**config.mk**
```make
export PLATFORM = sky130hd
export DESIGN_NAME = lhi_host_port
export DESIGN_NICKNAME = d
export VERILOG_FILES = /design/src/rtl/lhi_pkg.sv /design/src/rtl/lhi_fifo.sv /design/src/rtl/lhi_host_port.sv
export SDC_FILE = /design/constraint.sdc
export NUM_CORES = 1
export LEC_CHECK = 0
export ABC_AREA = 1
export BUFFER_PORTS_ARGS = -buffer_cell sky130_fd_sc_hd__buf_4
export CAP_MARGIN = 15
export CORE_ASPECT_RATIO = 1.5
export CORE_MARGIN = 1.5
export CORE_UTILIZATION = 50
export CTS_BUF_LIST = sky130_fd_sc_hd__clkbuf_4 sky130_fd_sc_hd__clkbuf_8
export CTS_CLUSTER_DIAMETER = 120
export DETAILED_ROUTE_END_ITERATION = 6
export GPL_TIMING_DRIVEN = 1
export PLACE_DENSITY = 0.83
export SYNTH_ARGS = -nofsm -noshare
export SYNTH_HDL_FRONTEND = slang
export SYNTH_SLANG_ARGS = --single-unit
```
**constraint.sdc**
```tcl
create_clock -name CORE_CLK -period 2.4 [get_ports CORE_CLK]
set_clock_uncertainty 0.2 [all_clocks]
set_input_delay 0.48 -clock CORE_CLK [delete_from_list [all_inputs] [get_ports CORE_CLK]]
set_output_delay 0.48 -clock CORE_CLK [all_outputs]
set_load 0.05 [all_outputs]
```
**src/rtl/lhi_pkg.sv**
```systemverilog
// Purpose: shared constants and types of the lcd host interface
// Assumes: 32-bit AXI4-Lite register bus, byte addresses
// Notes:   offsets, field positions and reset values live here only

package lhi_pkg;

  // ==========================================================
  // register map
  localparam int          AXI_ADDR_W = 8;
  localparam int          AXI_DATA_W = 32;
  localparam logic [7:0]  ADDR_CTRL  = 8'h00;
  localparam logic [7:0]  ADDR_STAT  = 8'h04;
  localparam logic [7:0]  ADDR_RXD   = 8'h08;
  localparam logic [7:0]  ADDR_RDD   = 8'h0C;
  localparam logic [1:0]  RESP_OKAY   = 2'h0;
  localparam logic [1:0]  RESP_SLVERR = 2'h2;

  // ==========================================================
  // field positions
  localparam int CTRL_BUSY     = 0;
  localparam int STAT_NEMPTY   = 0;
  localparam int STAT_OVF      = 1;
  localparam int STAT_REFUSED  = 2;
  localparam int STAT_STYLE68  = 3;
  localparam int STAT_PARALLEL = 4;
  localparam int STAT_INIT     = 5;
  localparam int RXD_DC        = 8;
  localparam int RXD_VALID     = 31;
  localparam int PIN_SI        = 7;
  localparam int PIN_SCL       = 6;

  // ==========================================================
  // sizes and reset values
  localparam int         BYTE_W      = 8;
  localparam int         FIFO_DEPTH  = 16;
  localparam logic [2:0] SER_LAST    = 3'h7;
  localparam logic [2:0] SER_FIRST   = 3'h0;
  localparam logic [7:0] BYTE_ZERO   = 8'h00;
  localparam logic [6:0] STATUS_LOW  = 7'h00;

  // ==========================================================
  // types
  typedef struct packed {
    logic             dc;
    logic [BYTE_W-1:0] data;
  } lhi_byte_t;

  typedef struct packed {
    logic             cs_n;
    logic             dcs;
    logic             wr_n;
    logic             rd_n;
    logic             style;
    logic             parallel;
    logic             init_n;
    logic [BYTE_W-1:0] d;
  } lhi_pins_t;

  localparam lhi_pins_t PINS_IDLE = '{cs_n: 1'b1, dcs: 1'b0, wr_n: 1'b1, rd_n: 1'b1,
                                      style: 1'b0, parallel: 1'b1, init_n: 1'b0,
                                      d: 8'h00};

endpackage

```
**src/rtl/lhi_fifo.sv**
```systemverilog
// Purpose: small first-in first-out buffer with valid/ready on both sides
// Assumes: one clock, asynchronous active-low reset
// Notes:   read data leave from a register; in_ready drops when full

`timescale 1ns/1ps

module lhi_fifo #(
  parameter int WIDTH = 9,
  parameter int DEPTH = 16
) (
  // clock and reset
  input  wire logic             clk,
  input  wire logic             rst_n,
  // filling side
  input  wire logic             in_valid,
  output logic                  in_ready,
  input  wire logic [WIDTH-1:0] in_data,
  // draining side
  output logic                  out_valid,
  input  wire logic             out_ready,
  output logic [WIDTH-1:0]      out_data
);

  localparam int PTR_W = $clog2(DEPTH);
  localparam int CNT_W = PTR_W + 1;
  localparam logic [CNT_W-1:0] CNT_FULL = CNT_W'(DEPTH);

  logic [WIDTH-1:0] mem [DEPTH];
  logic [PTR_W-1:0] wr_ptr_r, wr_ptr_nxt;
  logic [PTR_W-1:0] rd_ptr_r, rd_ptr_nxt;
  logic [CNT_W-1:0] cnt_r, cnt_nxt;
  logic             out_valid_r, out_valid_nxt;
  logic [WIDTH-1:0] out_data_r, out_data_nxt;
  logic             push, pop;

  assign in_ready  = (cnt_r != CNT_FULL);
  assign out_valid = out_valid_r;
  assign out_data  = out_data_r;

  // ==========================================================
  // pointer and output stage
  always_comb begin
    push          = in_valid && in_ready;
    pop           = (cnt_r != '0) && (!out_valid_r || out_ready);
    wr_ptr_nxt    = push ? wr_ptr_r + PTR_W'(1) : wr_ptr_r;
    rd_ptr_nxt    = pop ? rd_ptr_r + PTR_W'(1) : rd_ptr_r;
    cnt_nxt       = cnt_r + CNT_W'(push) - CNT_W'(pop);
    out_valid_nxt = out_valid_r;
    out_data_nxt  = out_data_r;
    if (out_valid_r && out_ready) begin
      out_valid_nxt = 1'b0;
    end
    if (pop) begin
      out_valid_nxt = 1'b1;
      out_data_nxt  = mem[rd_ptr_r];
    end
  end

  always_ff @(posedge clk or negedge rst_n) begin
    if (!rst_n) begin
      wr_ptr_r    <= '0;
      rd_ptr_r    <= '0;
      cnt_r       <= '0;
      out_valid_r <= 1'b0;
      out_data_r  <= '0;
    end else begin
      wr_ptr_r    <= wr_ptr_nxt;
      rd_ptr_r    <= rd_ptr_nxt;
      cnt_r       <= cnt_nxt;
      out_valid_r <= out_valid_nxt;
      out_data_r  <= out_data_nxt;
    end
  end

  // storage has no reset; content is only read behind cnt_r
  always_ff @(posedge clk) begin
    if (push) begin
      mem[wr_ptr_r] <= in_data;
    end
  end

endmodule

```
**src/rtl/lhi_host_port.sv**
```systemverilog
// Purpose: microprocessor port of a bitmap lcd driver, 68/80 parallel or serial
// Assumes: pins are asynchronous to CORE_CLK and slow against 125 MHz
// Notes:   received bytes queue in a fifo drained over AXI4-Lite
//
// Decided for this implementation: the address map and register access over AXI4-Lite.

`timescale 1ns/1ps

// How it works
// - style strap high is 68-style, low 80-style
// - transport strap: high parallel, low serial input
// - serial: shift on clock rise, latch at 8th
// - serial data top pin, clock pin below it
// - serial mode never drives reads or status
// - serial: strobes ignored, low pins stay undriven
// - select high marks display data, low instruction
// - transfers only while chip select is low
// - init pin low blocks all pin transfers and reads
// - 80-style read strobe low drives all eight pins
// - 80-style write captures at strobe rising edge
// - 68-style enable high, direction high reads
// - busy refuses instructions, status shows busy top bit
// - init pin clears serial shift register
module lhi_host_port (
  // clock and reset
  input  wire logic        CORE_CLK,
  input  wire logic        RESET_N,
  // host pins
  input  wire logic        CHIP_SELECT_N,
  input  wire logic        DATA_COMMAND_SELECT,
  input  wire logic        WRITE_STROBE_N,
  input  wire logic        READ_STROBE_N,
  input  wire logic        BUS_STYLE_SELECT,
  input  wire logic        PARALLEL_SELECT,
  input  wire logic        HARD_INIT_N,
  input  wire logic [7:0]  DATA_IN,
  output logic      [7:0]  DATA_OUT,
  output logic      [7:0]  DATA_OE_N,
  // axi4-lite slave
  input  wire logic [7:0]  S_AXI_AWADDR,
  input  wire logic        S_AXI_AWVALID,
  output logic             S_AXI_AWREADY,
  input  wire logic [31:0] S_AXI_WDATA,
  input  wire logic [3:0]  S_AXI_WSTRB,
  input  wire logic        S_AXI_WVALID,
  output logic             S_AXI_WREADY,
  output logic      [1:0]  S_AXI_BRESP,
  output logic             S_AXI_BVALID,
  input  wire logic        S_AXI_BREADY,
  input  wire logic [7:0]  S_AXI_ARADDR,
  input  wire logic        S_AXI_ARVALID,
  output logic             S_AXI_ARREADY,
  output logic      [31:0] S_AXI_RDATA,
  output logic      [1:0]  S_AXI_RRESP,
  output logic             S_AXI_RVALID,
  input  wire logic        S_AXI_RREADY
);

  function automatic logic reg_hit(input logic [7:0] a);
    reg_hit = (a == lhi_pkg::ADDR_CTRL) || (a == lhi_pkg::ADDR_STAT) ||
              (a == lhi_pkg::ADDR_RXD)  || (a == lhi_pkg::ADDR_RDD);
  endfunction

  // ==========================================================
  // pin synchronisers
  lhi_pkg::lhi_pins_t pin_raw, pin_s1_r, pin_s2_r, pin_q_r;

  assign pin_raw = '{cs_n: CHIP_SELECT_N, dcs: DATA_COMMAND_SELECT, wr_n: WRITE_STROBE_N,
                     rd_n: READ_STROBE_N, style: BUS_STYLE_SELECT,
                     parallel: PARALLEL_SELECT, init_n: HARD_INIT_N, d: DATA_IN};

  // pin_q_r keeps the previous synced sample for edge detection
  always_ff @(posedge CORE_CLK or negedge RESET_N) begin
    if (!RESET_N) begin
      pin_s1_r <= lhi_pkg::PINS_IDLE;
      pin_s2_r <= lhi_pkg::PINS_IDLE;
      pin_q_r  <= lhi_pkg::PINS_IDLE;
    end else begin
      pin_s1_r <= pin_raw;
      pin_s2_r <= pin_s1_r;
      pin_q_r  <= pin_s2_r;
    end
  end

  // ==========================================================
  // strobe decoding
  logic in_init, style68, parallel, sel_now, sel_prev;
  logic wr80_edge, wr68_edge, scl_rise, read_active;

  always_comb begin
    in_init   = !pin_s2_r.init_n;
    style68   = pin_s2_r.style;
    parallel  = pin_s2_r.parallel;
    sel_now   = !pin_s2_r.cs_n && !in_init;
    sel_prev  = !pin_q_r.cs_n && !in_init;
    wr80_edge = parallel && !style68 && sel_prev &&
                !pin_q_r.wr_n && pin_s2_r.wr_n;
    // 68-style write ends on the falling edge of the enable
    wr68_edge = parallel && style68 && sel_prev && !pin_q_r.wr_n &&
                pin_q_r.rd_n && !pin_s2_r.rd_n;
    // strobe pins are not looked at in serial mode
    scl_rise  = !parallel && sel_now && !pin_q_r.d[lhi_pkg::PIN_SCL] &&
                pin_s2_r.d[lhi_pkg::PIN_SCL];
    read_active = parallel && sel_now &&
                  (style68 ? (pin_s2_r.rd_n && pin_s2_r.wr_n)
                           : !pin_s2_r.rd_n);
  end

  // ==========================================================
  // serial shifter and byte capture
  logic [6:0]         shift_r, shift_nxt;
  logic [2:0]         bit_cnt_r, bit_cnt_nxt;
  lhi_pkg::lhi_byte_t new_byte;
  logic               new_valid;

  always_comb begin
    shift_nxt   = shift_r;
    bit_cnt_nxt = bit_cnt_r;
    new_valid   = 1'b0;
    new_byte    = '{dc: pin_q_r.dcs, data: pin_q_r.d};
    if (wr80_edge || wr68_edge) begin
      new_valid = 1'b1;
    end
    if (scl_rise) begin
      shift_nxt   = {shift_r[5:0], pin_s2_r.d[lhi_pkg::PIN_SI]};
      bit_cnt_nxt = bit_cnt_r + 3'h1;
      if (bit_cnt_r == lhi_pkg::SER_LAST) begin
        new_valid = 1'b1;
        new_byte  = '{dc: pin_s2_r.dcs,
                      data: {shift_r, pin_s2_r.d[lhi_pkg::PIN_SI]}};
      end
    end
    // a partial byte is dropped when the host lets go of select
    if (!sel_now) begin
      bit_cnt_nxt = lhi_pkg::SER_FIRST;
    end
    if (in_init) begin
      shift_nxt   = '0;
      bit_cnt_nxt = lhi_pkg::SER_FIRST;
    end
  end

  always_ff @(posedge CORE_CLK or negedge RESET_N) begin
    if (!RESET_N) begin
      shift_r   <= '0;
      bit_cnt_r <= lhi_pkg::SER_FIRST;
    end else begin
      shift_r   <= shift_nxt;
      bit_cnt_r <= bit_cnt_nxt;
    end
  end

  // ==========================================================
  // hand-off into the fifo
  logic               ctrl_busy_r, ctrl_busy_nxt;
  logic               pend_valid_r, pend_valid_nxt;
  lhi_pkg::lhi_byte_t pend_r, pend_nxt;
  logic               ovf_r, ovf_nxt;
  logic               refused_r, refused_nxt;
  logic               fifo_in_ready, fifo_out_valid, fifo_out_ready;
  lhi_pkg::lhi_byte_t fifo_out;
  logic               take_byte, refuse_byte, clr_ovf, clr_refused;

  lhi_fifo #(
    .WIDTH ($bits(lhi_pkg::lhi_byte_t)),
    .DEPTH (lhi_pkg::FIFO_DEPTH)
  ) u_fifo (
    .clk       (CORE_CLK),
    .rst_n     (RESET_N),
    .in_valid  (pend_valid_r),
    .in_ready  (fifo_in_ready),
    .in_data   (pend_r),
    .out_valid (fifo_out_valid),
    .out_ready (fifo_out_ready),
    .out_data  (fifo_out)
  );

  // the pin host cannot be stalled: one byte waits here, a second one
  // arriving while the fifo stays full is lost and flagged
  always_comb begin
    refuse_byte    = new_valid && !new_byte.dc && ctrl_busy_r;
    take_byte      = new_valid && !refuse_byte;
    pend_valid_nxt = pend_valid_r && !fifo_in_ready;
    pend_nxt       = pend_r;
    ovf_nxt        = ovf_r && !clr_ovf;
    refused_nxt    = refused_r && !clr_refused;
    if (take_byte) begin
      if (pend_valid_nxt) begin
        ovf_nxt = 1'b1;
      end else begin
        pend_valid_nxt = 1'b1;
        pend_nxt       = new_byte;
      end
    end
    if (refuse_byte) begin
      refused_nxt = 1'b1;
    end
  end

  always_ff @(posedge CORE_CLK or negedge RESET_N) begin
    if (!RESET_N) begin
      pend_valid_r <= 1'b0;
      pend_r       <= '0;
      ovf_r        <= 1'b0;
      refused_r    <= 1'b0;
    end else begin
      pend_valid_r <= pend_valid_nxt;
      pend_r       <= pend_nxt;
      ovf_r        <= ovf_nxt;
      refused_r    <= refused_nxt;
    end
  end

  // ==========================================================
  // data pin drivers
  logic [7:0] rdd_r, rdd_nxt;
  logic [7:0] dout_r, dout_nxt;
  logic [7:0] doe_n_r, doe_n_nxt;

  always_comb begin
    dout_nxt  = lhi_pkg::BYTE_ZERO;
    doe_n_nxt = '1;
    if (read_active) begin
      doe_n_nxt = '0;
      dout_nxt  = pin_s2_r.dcs ? rdd_r
                               : {ctrl_busy_r, lhi_pkg::STATUS_LOW};
    end
  end

  always_ff @(posedge CORE_CLK or negedge RESET_N) begin
    if (!RESET_N) begin
      dout_r  <= lhi_pkg::BYTE_ZERO;
      doe_n_r <= '1;
    end else begin
      dout_r  <= dout_nxt;
      doe_n_r <= doe_n_nxt;
    end
  end

  assign DATA_OUT  = dout_r;
  assign DATA_OE_N = doe_n_r;

  // ==========================================================
  // axi4-lite slave
  logic        aw_hold_r, aw_hold_nxt, w_hold_r, w_hold_nxt;
  logic [7:0]  awaddr_r, awaddr_nxt;
  logic [31:0] wdata_r, wdata_nxt;
  logic        wstrb0_r, wstrb0_nxt;
  logic        awready_r, awready_nxt, wready_r, wready_nxt;
  logic        bvalid_r, bvalid_nxt, arready_r, arready_nxt, rvalid_r, rvalid_nxt;
  logic [1:0]  bresp_r, bresp_nxt, rresp_r, rresp_nxt;
  logic [31:0] rdata_r, rdata_nxt;
  logic        do_wr, ar_hs;

  always_comb begin
    aw_hold_nxt   = aw_hold_r || (S_AXI_AWVALID && awready_r);
    w_hold_nxt    = w_hold_r || (S_AXI_WVALID && wready_r);
    awaddr_nxt    = (S_AXI_AWVALID && awready_r) ? S_AXI_AWADDR : awaddr_r;
    wdata_nxt     = (S_AXI_WVALID && wready_r) ? S_AXI_WDATA : wdata_r;
    wstrb0_nxt    = (S_AXI_WVALID && wready_r) ? S_AXI_WSTRB[0] : wstrb0_r;
    bvalid_nxt    = bvalid_r && !S_AXI_BREADY;
    bresp_nxt     = bresp_r;
    ctrl_busy_nxt = ctrl_busy_r;
    rdd_nxt       = rdd_r;
    clr_ovf       = 1'b0;
    clr_refused   = 1'b0;
    do_wr         = aw_hold_r && w_hold_r && !bvalid_r;
    if (do_wr) begin
      aw_hold_nxt = 1'b0;
      w_hold_nxt  = 1'b0;
      bvalid_nxt  = 1'b1;
      bresp_nxt   = reg_hit(awaddr_r) ? lhi_pkg::RESP_OKAY : lhi_pkg::RESP_SLVERR;
      if (wstrb0_r && awaddr_r == lhi_pkg::ADDR_CTRL) begin
        ctrl_busy_nxt = wdata_r[lhi_pkg::CTRL_BUSY];
      end
      if (wstrb0_r && awaddr_r == lhi_pkg::ADDR_RDD) begin
        rdd_nxt = wdata_r[lhi_pkg::BYTE_W-1:0];
      end
      if (wstrb0_r && awaddr_r == lhi_pkg::ADDR_STAT) begin
        clr_ovf     = wdata_r[lhi_pkg::STAT_OVF];
        clr_refused = wdata_r[lhi_pkg::STAT_REFUSED];
      end
    end
    awready_nxt = !aw_hold_nxt && !bvalid_nxt;
    wready_nxt  = !w_hold_nxt && !bvalid_nxt;

    ar_hs          = S_AXI_ARVALID && arready_r;
    rvalid_nxt     = rvalid_r && !S_AXI_RREADY;
    rdata_nxt      = rdata_r;
    rresp_nxt      = rresp_r;
    fifo_out_ready = 1'b0;
    if (ar_hs) begin
      rvalid_nxt = 1'b1;
      rdata_nxt  = '0;
      rresp_nxt  = reg_hit(S_AXI_ARADDR) ? lhi_pkg::RESP_OKAY : lhi_pkg::RESP_SLVERR;
      unique case (S_AXI_ARADDR)
        lhi_pkg::ADDR_CTRL: rdata_nxt[lhi_pkg::CTRL_BUSY] = ctrl_busy_r;
        lhi_pkg::ADDR_STAT: begin
          rdata_nxt[lhi_pkg::STAT_NEMPTY]   = fifo_out_valid;
          rdata_nxt[lhi_pkg::STAT_OVF]      = ovf_r;
          rdata_nxt[lhi_pkg::STAT_REFUSED]  = refused_r;
          rdata_nxt[lhi_pkg::STAT_STYLE68]  = style68;
          rdata_nxt[lhi_pkg::STAT_PARALLEL] = parallel;
          rdata_nxt[lhi_pkg::STAT_INIT]     = in_init;
        end
        lhi_pkg::ADDR_RXD: begin
          rdata_nxt[lhi_pkg::BYTE_W-1:0] = fifo_out.data;
          rdata_nxt[lhi_pkg::RXD_DC]    = fifo_out.dc;
          rdata_nxt[lhi_pkg::RXD_VALID] = fifo_out_valid;
          fifo_out_ready                = fifo_out_valid;
        end
        lhi_pkg::ADDR_RDD: rdata_nxt[lhi_pkg::BYTE_W-1:0] = rdd_r;
        default: rdata_nxt = '0;
      endcase
    end
    arready_nxt = !rvalid_nxt;
  end

  always_ff @(posedge CORE_CLK or negedge RESET_N) begin
    if (!RESET_N) begin
      aw_hold_r   <= 1'b0;
      w_hold_r    <= 1'b0;
      awaddr_r    <= '0;
      wdata_r     <= '0;
      wstrb0_r    <= 1'b0;
      awready_r   <= 1'b0;
      wready_r    <= 1'b0;
      bvalid_r    <= 1'b0;
      bresp_r     <= lhi_pkg::RESP_OKAY;
      arready_r   <= 1'b0;
      rvalid_r    <= 1'b0;
      rresp_r     <= lhi_pkg::RESP_OKAY;
      rdata_r     <= '0;
      ctrl_busy_r <= 1'b0;
      rdd_r       <= lhi_pkg::BYTE_ZERO;
    end else begin
      aw_hold_r   <= aw_hold_nxt;
      w_hold_r    <= w_hold_nxt;
      awaddr_r    <= awaddr_nxt;
      wdata_r     <= wdata_nxt;
      wstrb0_r    <= wstrb0_nxt;
      awready_r   <= awready_nxt;
      wready_r    <= wready_nxt;
      bvalid_r    <= bvalid_nxt;
      bresp_r     <= bresp_nxt;
      arready_r   <= arready_nxt;
      rvalid_r    <= rvalid_nxt;
      rresp_r     <= rresp_nxt;
      rdata_r     <= rdata_nxt;
      ctrl_busy_r <= ctrl_busy_nxt;
      rdd_r       <= rdd_nxt;
    end
  end

  assign S_AXI_AWREADY = awready_r;
  assign S_AXI_WREADY  = wready_r;
  assign S_AXI_BVALID  = bvalid_r;
  assign S_AXI_BRESP   = bresp_r;
  assign S_AXI_ARREADY = arready_r;
  assign S_AXI_RVALID  = rvalid_r;
  assign S_AXI_RRESP   = rresp_r;
  assign S_AXI_RDATA   = rdata_r;

endmodule

```
==> results of run 1 <==
-- what timing repair did --
item / CTS / global route
hold buffers: 34 / 0
setup endpoints to repair: 0 / 1
setup buffers: 0 / 2
hold endpoints to repair: 73 / 0
gates resized for setup: 0 / 4
-- cell type report --
class | count | share of cell area [%]
clock buffers | 62 | 5.62
clock inverters | 10 | 0.696
inverters | 79 | 2.32
multi-input cells | 651 | 22.7
flip-flops and latches | 285 | 56.8
well taps | 280 | 2.53
repair buffers | 154 | 9.26
-- cell families after synthesis --
kind of cell	after synthesis
adders and majority gates	14
and+or+nand+nor	456
xor gates and xnor gates	10
other	1
DFF	285
buffers and inverters	148
AOI/OAI and AO/OA	147
-- per-stage QoR --
| step | hold WS [ps] | instances | worst slack, ps |
|---|---|---|---|
| 2_1_floorplan | -15.6 | 1084 | -185 |
| 3_3_place_gp | 132 | 1413 | -194 |
| 3_5_place_dp | 136 | 1413 | -246 |
| 4_1_cts | 5.82 | 1519 | 89.0 |
| 5_1_grt | 25.9 | 1521 | 20.0 |
| 6_report | 28.9 | 1521 | 117 |
-- final timing paths --
kind | to | slack, ps | from | depth (start not counted)
max in group asynchronous | pin_s1_r[9] | 1030 | RESET_N | 3
worst max register to register | u_fifo.cnt_r[4] | 120 | u_fifo.cnt_r[2] | 12
worst min-delay path | S_AXI_ARREADY | 30 | S_AXI_RREADY | 3
worst min register to register | pin_q_r[4] | 150 | pin_s2_r[4] | 0
worst max-delay path | u_fifo.cnt_r[4] | 120 | u_fifo.cnt_r[2] | 12
min in group asynchronous | rdd_r[0] | 270 | RESET_N | 2
-- placed cells by master (no fill, tap or decap), types with 12 or more instances in the layout --
master and n:
sky130_fd_sc_hd__buf_4 116, sky130_fd_sc_hd__clkbuf_8 50, sky130_fd_sc_hd__dlygate4sd3_1 34, sky130_fd_sc_hd__nand2_1 154
sky130_fd_sc_hd__clkbuf_4 12, sky130_fd_sc_hd__inv_1 66, sky130_fd_sc_hd__nor2_1 200, sky130_fd_sc_hd__o21ai_0 103
sky130_fd_sc_hd__conb_1 24, sky130_fd_sc_hd__edfxtp_1 144, sky130_fd_sc_hd__dfstp_2 12, sky130_fd_sc_hd__dfrtp_1 128
sky130_fd_sc_hd__nand3_1 77
-- critical path: stages (launching register included) --
cell,delay (ps)
sky130_fd_sc_hd__dfrtp_1,390
sky130_fd_sc_hd__inv_1,110
sky130_fd_sc_hd__ha_2,200
sky130_fd_sc_hd__nand4_1,110
sky130_fd_sc_hd__nand2_2,100
sky130_fd_sc_hd__inv_2,50
sky130_fd_sc_hd__ha_4,200
sky130_fd_sc_hd__inv_2,60
sky130_fd_sc_hd__ha_4,140
sky130_fd_sc_hd__inv_2,40
sky130_fd_sc_hd__fa_2,350
sky130_fd_sc_hd__o21ai_2,130
sky130_fd_sc_hd__xor2_1,140
-- where the power goes --
| group | internal, mW | total, mW | switching, mW |
|---|---|---|---|
| Clock | 2.28 | 4.07 | 1.79 |
| Combinational | 1.27 | 3.85 | 2.58 |
| Sequential | 5.86 | 6.45 | 0.591 |
-- layer usage --
| layer | vias up | GRT usage (%) |
|---|---|---|
| met5 | - | 0 |
| met4 | 0 | 11.1 |
| met3 | 74 | 3.15 |
| met2 | 303 | 42.8 |
| met1 | 3887 | 23.3 |
| li1 | 3779 | - |
-- state kept, by name (all words and copies together), names as in the netlist, 5 cells and up --
| name | flops |
|---|---|
| awaddr_r | 8 |
| pend_r | 9 |
| u_fifo.out_data | 9 |
| pin_s2_r | 13 |
| S_AXI_RDATA | 10 |
| u_fifo.cnt_r | 5 |
| pin_s1_r | 15 |
| DATA_OUT | 8 |
| wdata_r | 8 |
| rdd_r | 8 |
| u_fifo.mem | 144 |
| shift_r | 7 |
| pin_q_r | 12 |
==> results.txt, run 1 <==
The flow ran to the end, and the final reports show no timing, DRC or antenna violations. The highest layer touched by signal routing is met4. The fraction of synthesized area in multiplexers came out at 0%.

The area share of the leading cell type in the synthesized netlist came out at 37.2%. The floorplan step defined a die boundary enclosing 0.0242 mm². The critical path is of the reg2reg type. By area, the combinational part of the netlist is dominated by simple AND/OR/NAND/NOR gates. The pin count of the biggest net entering global routing came out at 53.

The final number of max-transition violations came out at 0. After the last flow step, the layout net total stands at 1299. The biggest area contributor in the post-synthesis netlist is sky130_fd_sc_hd__edfxtp_1. The routability congestion estimate from global placement came out at 0.932.

For this run the aggregate overflow at the end of global routing stands at 0. The post-synthesis to final-layout area growth came out at 19.3%. The count of endpoints failing hold in the final timing report is 0.

For this configuration, the core starts out at a cell density of 50.7%. The completed layout was analyzed and its total power is 14.4 mW. The total number of vias came out at 8043. The post-placement cell area came out at 0.0126 mm². The number of nets with antenna violations after detailed routing is 0. Global routing used 22.3% of the available tracks. The largest voltage drop on the vdd net is 0.808 mV.

The standard-cell row count is 68. The maximum buffer depth of the clock tree is 3. The DRC violation total after the first TritonRoute iteration came out at 659. The count of maximum capacitance violations came out at 0. The total inserted antenna cells is 0.

The number of fill cells in the layout came out at 1651. The share of the clock period used by the worst path is 95.1%. TritonCTS built the clock tree. Clock-pin slew was measured on the worst setup and hold paths at 70 ps.

The share of async-settable or async-resettable flops after synthesis came out at 49.5%. Counting flops with a built-in enable in the synthesized netlist gives 144. The summed area of non-filler cells in the final layout is 0.0138 mm². The met3 routed wirelength is 1290 µm.

The netlist uses 46 different library cells. The tree is rooted in a sky130_fd_sc_hd__clkbuf_8. The maximum net fanout on the critical path came out at 2. Setup total negative slack on the finished layout was measured at 0 ps.

The tightest slew margin relative to the limit is 53.1%. The routed length on met2 came out at 14600 µm. During I/O placement, the number of pins put on the boundary was 131. The via count normalized by instance count is 5.29. The register bit total from synthesis came out at 285.

Setup repair after global routing left no endpoint under its margin. The post-synthesis instance area came out at 0.0116 mm². The utilization of the core after routing came out at 60.5%. The number of setup violations in the final report is 0. The total routed wirelength is 26300 µm. The endpoint arrival time on the critical path is 2540 ps. The wire length per cell is 17.3 µm. The number of antenna violations at the first check in global routing came out at 0.

Timing would allow up to 438 MHz. The clock net sink count came out at 285. Yosys instantiated no cell more often than sky130_fd_sc_hd__nor2_1. Input and output buffers added on the ports amount to 79.

The class of the worst hold path is in2reg. The worst setup path is captured at a register. After Yosys synthesis, full adders, half adders and majority gates account for 1.57% of the synthesized area. For the worst-skew pair, the clock arrives at the later sink with an insertion delay of 530 ps. The power density over the cells came out at 1040 mW/mm².

The final critical-path required period came out at 2280 ps. The number of global-route vias before repair was 8369. The leakage power of the design came out at 5.94 nW. The number of warnings reported in the yosys synthesis log is 0.

The half-perimeter wire length after detailed placement came out at 16900 µm. The data required time at the worst endpoint is 2660 ps. In the synthesized netlist, the number of instances is 1061.

The synthesized-area fraction occupied by ao, oa, aoi and oai cells came out at 7.09%. After floorplanning, the core was sized to cover 0.0229 mm². The area of combinational cells with multiple inputs is 0.00315 mm². The x dimension of the die came out at 127 µm. Summing the areas of all xor and xnor instances in the mapped netlist gives 0.754% of the synthesized area. For this block, wires on met1 add up to 9210 µm. The leading register cell type out of synthesis is sky130_fd_sc_hd__edfxtp_1. The height of the die is 190 µm. The first-pass GRT wire length came out at 42000 µm. The simple-gate share of the synthesized area came out at 16.5%. The clock buffer count from CTS came out at 40.

The sequential cell area came out at 0.00787 mm². The transition at the pin with the smallest max-transition slack is 704 ps. The synthesized area per cell is 10.9 µm². The kind of start point of the critical path is a register. The sequential area share after synthesis is 67.8%. The maximum level of the CTS H-tree came out at 2. The proportion of layout cells with a drive suffix above 1 came out at 19.3%. The detailed-routing iteration count for the pre-antenna-repair pass is 5. The commonest cells after synthesis are 200 x sky130_fd_sc_hd__nor2_1, 157 x sky130_fd_sc_hd__nand2_1, 144 x sky130_fd_sc_hd__edfxtp_1. For this run, design rule violations remaining after detail routing come to 0. Yosys attributes the largest share of cell area to sky130_fd_sc_hd__edfxtp_1 37%, sky130_fd_sc_hd__dfrtp_1 28%, sky130_fd_sc_hd__nor2_1 6.5%.
(Power assumes the default switching activity.)
==> run 2, diff against run 1 <==
--- a/config.mk
+++ b/config.mk
@@ -6,7 +6,7 @@
 export NUM_CORES = 1
 export LEC_CHECK = 0
 export ABC_AREA = 1
-export BUFFER_PORTS_ARGS = -buffer_cell sky130_fd_sc_hd__buf_4
+export BUFFER_PORTS_ARGS = -buffer_cell sky130_fd_sc_hd__clkbuf_2
 export CAP_MARGIN = 15
 export CORE_ASPECT_RATIO = 1.5
 export CORE_MARGIN = 1.5
==> run 2 against run 1 <==
Final area down 1.6%; cell count down 0.20%; register-to-register slack worse by 20 ps; non-clock buffer count down 2; via count down 0.63%; combinational power about the same; power down 0.53%; core utilization down 0.96 points.
==> results.txt, run 2 (synthesis gave the netlist of run 1 again) <==
The die covers 0.0242 mm². Among all stages on the critical path, the largest delay is contributed by sky130_fd_sc_hd__dfrtp_1. From bottom edge to top edge, the die measures 190 µm. The first-pass GRT wire length is 40900 µm.

The design draws 14.3 mW. TritonCTS created 39 clock buffers. Across every metal layer, demand over resource in global routing totals 21.8%. The root buffer cell is sky130_fd_sc_hd__clkbuf_8. The highest achievable clock rate is 435 MHz. OpenSTA, run right after detailed placement, puts the worst setup slack at -332 ps. The endpoint arrival time on the critical path came out at 2550 ps. The leakage power of the design is 5.86 nW. In this run the count of I/O pins placed on the die edge is 131. The number of antenna violations at the first check in global routing came to 0. Setup repair after global routing left no endpoint under its margin.

The via count normalized by instance count came out at 5.26. The tightest slew margin relative to the limit came out at 47.0%. In the final layout, the share of cells above drive strength 1 is 18.9%. In the final layout, the registers with the most flip-flops are u_fifo.mem: 144 flops, pin_s1_r: 15 flops, pin_s2_r: 13 flops. The buffers plus inverters on the worst setup path is 4. The number of nets with antenna violations after detailed routing came out at 0. The final critical-path required period is 2300 ps. The pin count of the biggest net entering global routing is 75.

The number of nets in the layout came out at 1296. The standard-cell row count is 68. The total inserted antenna cells came out at 0.

The class of the worst hold path is in2reg. The number of non-filler instances in the completed layout is 1518. The register with the most flip-flops in the layout has 144 of them. The maximum buffer depth of the clock tree came out at 3. The DRC violation total after the first TritonRoute iteration came out at 655. The register name with the most flops is u_fifo.mem. The worst path meets setup with 99.3 ps of slack. The library cell used most frequently in the layout, excluding fill and tap cells, is sky130_fd_sc_hd__nor2_1.

The wire length per cell is 17.0 µm. The share of the clock period used by the worst path is 95.9%. The worst setup path is captured at a register. STA classifies the critical path startpoint as a register. The top cell family by delay on the critical path is adder cells.

In the layout the commonest cells are 200 x sky130_fd_sc_hd__nor2_1, 154 x sky130_fd_sc_hd__nand2_1, 144 x sky130_fd_sc_hd__edfxtp_1. Clock-pin slew was measured on the worst setup and hold paths at 70 ps. The worst setup path category is reg2reg. The maximum net fanout on the critical path came out at 2. Once placement completed, the tool counted placed cells totaling 1412. The number of global-route vias before repair is 8218. Cells fill 59.5% of the core in the end. The count of endpoints failing hold in the final timing report is 0.

VDD sags by at most 0.663 mV. The number of buffers added for setup after CTS is 0. The transition at the pin with the smallest max-transition slack came out at 795 ps. For the worst setup path, the data required time is 2650 ps.

In this run the power density over the cells is 1050 mW/mm². Compared with the post-synthesis result, the final layout area differs by 17.4%. CTS built an H-tree with a depth of 2.

The standard cell core area came out at 0.0229 mm². The post-route setup TNS is 0 ps. The number of setup violations in the final report is 0.

The critical path goes through inv_1, ha_2, nand4_1, nand2_2, inv_2, ha_4, inv_2, ha_4, inv_2, fa_2, o21ai_2, xor2_1. The total number of vias is 7992. The total routed wirelength is 25700 µm. The summed area of non-filler cells in the final layout came out at 0.0136 mm².

The post-placement cell area is 0.0124 mm². The flow ran to the end, and the final reports show no timing, DRC or antenna violations. The largest stage delay on the critical path is 390 ps. The latest clock arrival within the worst-skew pair is 530 ps.

The number of input and output port buffers inserted is 79. The half-perimeter wire length after detailed placement is 16800 µm. On the final layout, the worst hold slack is 136 ps. The count of maximum capacitance violations came out at 0. Before antenna repair, the detailed router went through 5 iterations. The most numerous cell type found on the critical path is sky130_fd_sc_hd__inv_2. The total DRC errors in the routed layout is 0.

TritonCTS built the clock tree. The x dimension of the die is 127 µm. The total grt overflow is 0.

The final number of max-transition violations is 0. The initial core utilization came out at 50.7%. At the end of routability-driven placement, the weighted congestion stood at 0.882. The clock net sink count came out at 285.
## run 2: final cells by class
class                      instances  area [µm²]
clock buffer                      57         697
clock inverter                    14         165
fill                            1662        9260
inverter                          79         322
multi-input combinational        651        3150
sequential                       285        7870
tap                              280         350
timing repair buffer             152        1070
## run 2: final timing paths
path | startpoint | slack, ps | depth (start not counted) | end
min in group asynchronous | RESET_N | 220 | 2 | aw_hold_r
min | S_AXI_WVALID | 140 | 4 | wdata_r[4]
max in group asynchronous | RESET_N | 1120 | 3 | pin_s2_r[11]
max reg2reg | u_fifo.cnt_r[3] | 100 | 12 | u_fifo.cnt_r[4]
max | u_fifo.cnt_r[3] | 100 | 12 | u_fifo.cnt_r[4]
min reg2reg | pin_s1_r[10] | 140 | 0 | style68
## run 2: timing repair
action	4_1_cts	5_1_grt
hold buffers	35	0
setup endpoints to repair	0	10
resized for setup	0	5
endpoints found under the hold margin	70	0
## run 2: tightest hold or removal path, cell delays in order
cell and delay, ps:
sky130_fd_sc_hd__clkbuf_2 80, sky130_fd_sc_hd__nand2_1 130, sky130_fd_sc_hd__nand2_1 90, sky130_fd_sc_hd__nand2_1 50
## run 2: power by group
part           switching [mW]  internal [mW]  total [mW]
logic                    2.63           1.21        3.84
registers               0.580           5.86        6.44
clock network            1.72           2.30        4.02
total                    4.92           9.37        14.3
## run 2: routing by layer
| layer | wire length, µm | track usage, % |
|---|---|---|
| met1 | 8630 | 22.6 |
| met2 | 14100 | 40.6 |
| met3 | 1460 | 3.21 |
| met4 | 1560 | 13.6 |
| met5 | 0 | 0 |
==> run 3, diff against run 2 <==
--- a/config.mk
+++ b/config.mk
@@ -5,11 +5,9 @@
 export SDC_FILE = /design/constraint.sdc
 export NUM_CORES = 1
 export LEC_CHECK = 0
-export ABC_AREA = 1
 export BUFFER_PORTS_ARGS = -buffer_cell sky130_fd_sc_hd__clkbuf_2
 export CAP_MARGIN = 15
 export CORE_ASPECT_RATIO = 1.5
-export CORE_MARGIN = 1.5
 export CORE_UTILIZATION = 50
 export CTS_BUF_LIST = sky130_fd_sc_hd__clkbuf_4 sky130_fd_sc_hd__clkbuf_8
 export CTS_CLUSTER_DIAMETER = 120
==> run 3 against run 2 <==
Sequential share of layout area is 0.19 points lower; routed wire length shrank 13%; power is 17% lower; sequential cell count did not move; combinational power fell by 55%; critical endpoint unchanged; critical path depth rose by 1; the flow now finishes with violations (negative setup slack); largest power group unchanged; via count down 22%.
==> results.txt, run 3 <==
By area the synthesized netlist is led by sky130_fd_sc_hd__edfxtp_1 39%, sky130_fd_sc_hd__dfrtp_1 29%, sky130_fd_sc_hd__mux4_2 7.5%. The proportion of layout cells with a drive suffix above 1 is 40.0%. The clock net sink count is 285. The share of async-settable or async-resettable flops after synthesis is 49.5%. The final number of max-transition violations came out at 0.

The total number of vias is 6213. The power density over the cells is 864 mW/mm². The number of fill cells in the layout came out at 1474. The synthesized design contains 285 register bits. The total grt overflow came out at 0. Measured against its own limit, the worst slew margin works out to 60.6%. The number of nets with antenna violations after detailed routing is 0. The final critical-path required period is 2480 ps. Leaving out fill and tap cells, the most frequent cell in the layout is sky130_fd_sc_hd__edfxtp_1. The highest achievable clock rate came out at 404 MHz. The transition at the pin with the smallest max-transition slack is 591 ps. The first global-routing pass estimated 34400 µm of wire. Data on the critical path is required at its endpoint by 2660 ps. The full die area came out at 0.0229 mm². The total inserted antenna cells is 0. The biggest area contributor in the post-synthesis netlist is sky130_fd_sc_hd__edfxtp_1. The initial utilization of the core area, before any placement, comes to 51.2%. The latest clock arrival within the worst-skew pair came out at 540 ps. The synthesized area per cell is 16.6 µm². The post-synthesis to final-layout area growth came out at 22.6%.

The wire length per cell is 19.3 µm. The worst setup path is launched from a register. For this run, the leading register cell type out of synthesis is sky130_fd_sc_hd__edfxtp_1. Counting instances in the post-synthesis netlist gives the leading cell types as 144 x sky130_fd_sc_hd__edfxtp_1, 129 x sky130_fd_sc_hd__dfrtp_1, 55 x sky130_fd_sc_hd__mux2_2. The run finished, with violations left. The number of antenna violations at the first check in global routing is 0.

The sequential cells in the finished layout cover a total of 0.00787 mm². The total routed wirelength came out at 22400 µm. Setup violations remaining at the end of the flow were counted as 2.

The number of different library cells used by synthesis comes to 53. The routability congestion estimate from global placement came out at 0.785. The register name with the most flops is u_fifo.mem.

The via count normalized by instance count came out at 5.35. The number of top-level pins came out at 131. The endpoint type of the worst setup path is a register. Sequential elements use 70.5% of the synthesized area. The count of endpoints failing hold in the final timing report came out at 0. The number of warnings reported in the yosys synthesis log came out at 0. In the post-synthesis netlist, the cell with the most instances is sky130_fd_sc_hd__edfxtp_1. The x dimension of the die is 124 µm.

The register with the most flip-flops in the layout has 144 of them. The maximum buffer depth of the clock tree is 3. The die is 185 µm tall.

Leaving out fill and tap cells, the most frequent cells in the layout are 144 x sky130_fd_sc_hd__edfxtp_1, 127 x sky130_fd_sc_hd__dfrtp_1, 78 x sky130_fd_sc_hd__clkbuf_2. The utilization of the core after routing is 62.7%. The total DRC errors in the routed layout is 0.

The clock buffer count from CTS is 39. Clock-pin slew was measured on the worst setup and hold paths at 70 ps. The DRC violation total after the first TritonRoute iteration came out at 358. The half-perimeter wire length after detailed placement came out at 14300 µm. The largest registers in the layout are u_fifo.mem: 144 flops, pin_s1_r: 15 flops, pin_s2_r: 13 flops.

Across the run, the number of max-cap violations was 0. The number of nets in the layout is 947. The clock tree from TritonCTS is done.

The checks that failed: negative setup slack. For this design the static power due to leakage is 5.50 nW. The worst setup path category is reg2reg.

The final hold slack came out at 9.32 ps. The share of the clock period used by the worst path came out at 103%. The area share of the leading cell type in the synthesized netlist is 38.8%. The number of input and output port buffers inserted came out at 79. Synthesis produced 672 cells. Setup repair after global routing could not meet its margin everywhere. The maximum level of the CTS H-tree is 2. The class of the worst hold path is in2reg.

The cell sitting at the root of the clock tree is a sky130_fd_sc_hd__clkbuf_8. The standard cell core area came out at 0.0218 mm². Entering global routing, the biggest net connects 50 pins. The standard-cell row count is 66. The number of synthesized flops with an enable pin is 144. The largest voltage drop on the vdd net is 0.744 mV. The maximum net fanout on the critical path is 2. Setup slack on the critical path of the routed design comes to -76.6 ps. Data arrives at the worst endpoint at 2730 ps. For this run, the total global-route usage over all layers was measured as 20.2%. The area of combinational cells with multiple inputs came out at 0.00320 mm². The number of global-route vias before repair is 6788. The detailed-routing iteration count for the pre-antenna-repair pass is 4. Summing every instance area after synthesis gives 0.0112 mm².
==> run 3: layout make-up <==
| class | instances | area share (%) |
|---|---|---|
| clock buffers | 64 | 5.76 |
| clock inverters | 8 | 0.677 |
| inverters | 17 | 0.485 |
| multi-input cells | 341 | 23.4 |
| flip-flops and latches | 285 | 57.6 |
| well taps | 272 | 2.49 |
| repair buffers | 175 | 9.64 |
==> run 3: worst paths after layout <==
kind,from,cells past startpoint,to,slack [ps]
min in group asynchronous,RESET_N,2,pend_r[6],230
max reg2reg,u_fifo.cnt_r[3],13,u_fifo.cnt_r[4],-80
min,S_AXI_BREADY,3,S_AXI_WREADY,9
min reg2reg,pin_s1_r[10],0,style68,130
max in group asynchronous,RESET_N,3,DATA_OE_N[6],1080
max,u_fifo.cnt_r[3],13,u_fifo.cnt_r[4],-80
==> run 3: where the power goes <==
group / leakage (nW) / total, mW / switching, mW / internal, mW
combinational: 1.96 / 1.71 / 0.902 / 0.805
clock: 0.468 / 4.02 / 1.72 / 2.30
sequential: 3.07 / 6.09 / 0.419 / 5.67
==> run 3: routing by layer <==
| layer | up-vias | GRT usage, % | part of all wire, % | routed length [µm] |
|---|---|---|---|---|
| met2 | 200 | 37.0 | 56 | 12500 |
| met1 | 3133 | 21.7 | 35 | 7890 |
| met3 | 68 | 2.96 | 4.5 | 1010 |
| met5 | - | 0 | 0 | 0 |
| met4 | 0 | 11.3 | 4.7 | 1050 |
| li1 | 2812 | - | - | - |
==> run 3: kinds of logic (layout without fill, tap and decap cells) <==
group	after synthesis	in the layout	share of synthesized area [%]
flip-flops	285	285	70.5
AND/OR/NAND/NOR	131	131	5.79
multiplexers	99	99	13.7
buffers and inverters	69	264	3.67
AO/OA/AOI/OAI	62	62	3.82
adder cells (fa/ha/maj)	14	14	1.64
XOR/XNOR	11	11	0.864
other	1	24	0.0336
==> run 3: through the flow <==
step / TNS, ps / area [µm²] / cells / power, mW / setup slack (ps)
floorplan: -847 / 11300 / 695 / 7.05 / -375
global route: -414 / 13700 / 1162 / 12.3 / -181
finish: -136 / 13700 / 1162 / 11.8 / -76.6
CTS: -424 / 13400 / 1144 / 11.7 / -37.2
detailed placement: -64680 / 12100 / 1033 / 7.61 / -531
global placement: -47430 / 12100 / 1033 / 7.53 / -392
==> run 3: critical path, stage by stage, from the launching register on <==
cell                       delay (ps)
sky130_fd_sc_hd__dfrtp_1          400
sky130_fd_sc_hd__inv_2             90
sky130_fd_sc_hd__ha_4             140
sky130_fd_sc_hd__nor4b_4          230
sky130_fd_sc_hd__nor2_2            90
sky130_fd_sc_hd__ha_4             250
sky130_fd_sc_hd__inv_4             50
sky130_fd_sc_hd__ha_4             130
sky130_fd_sc_hd__inv_2             40
sky130_fd_sc_hd__fa_2             360
sky130_fd_sc_hd__inv_2             60
sky130_fd_sc_hd__a21oi_2           40
sky130_fd_sc_hd__o21bai_1         170
sky130_fd_sc_hd__xnor2_1          140
==> run 3: timing repair <==
item	CTS	global route
buffers inserted	4	18
gates cloned	0	0
pin swaps	5	14
resized for setup	23	21
endpoints found under the setup margin	147	137
hold buffers	35	0
hold endpoints to repair	80	0
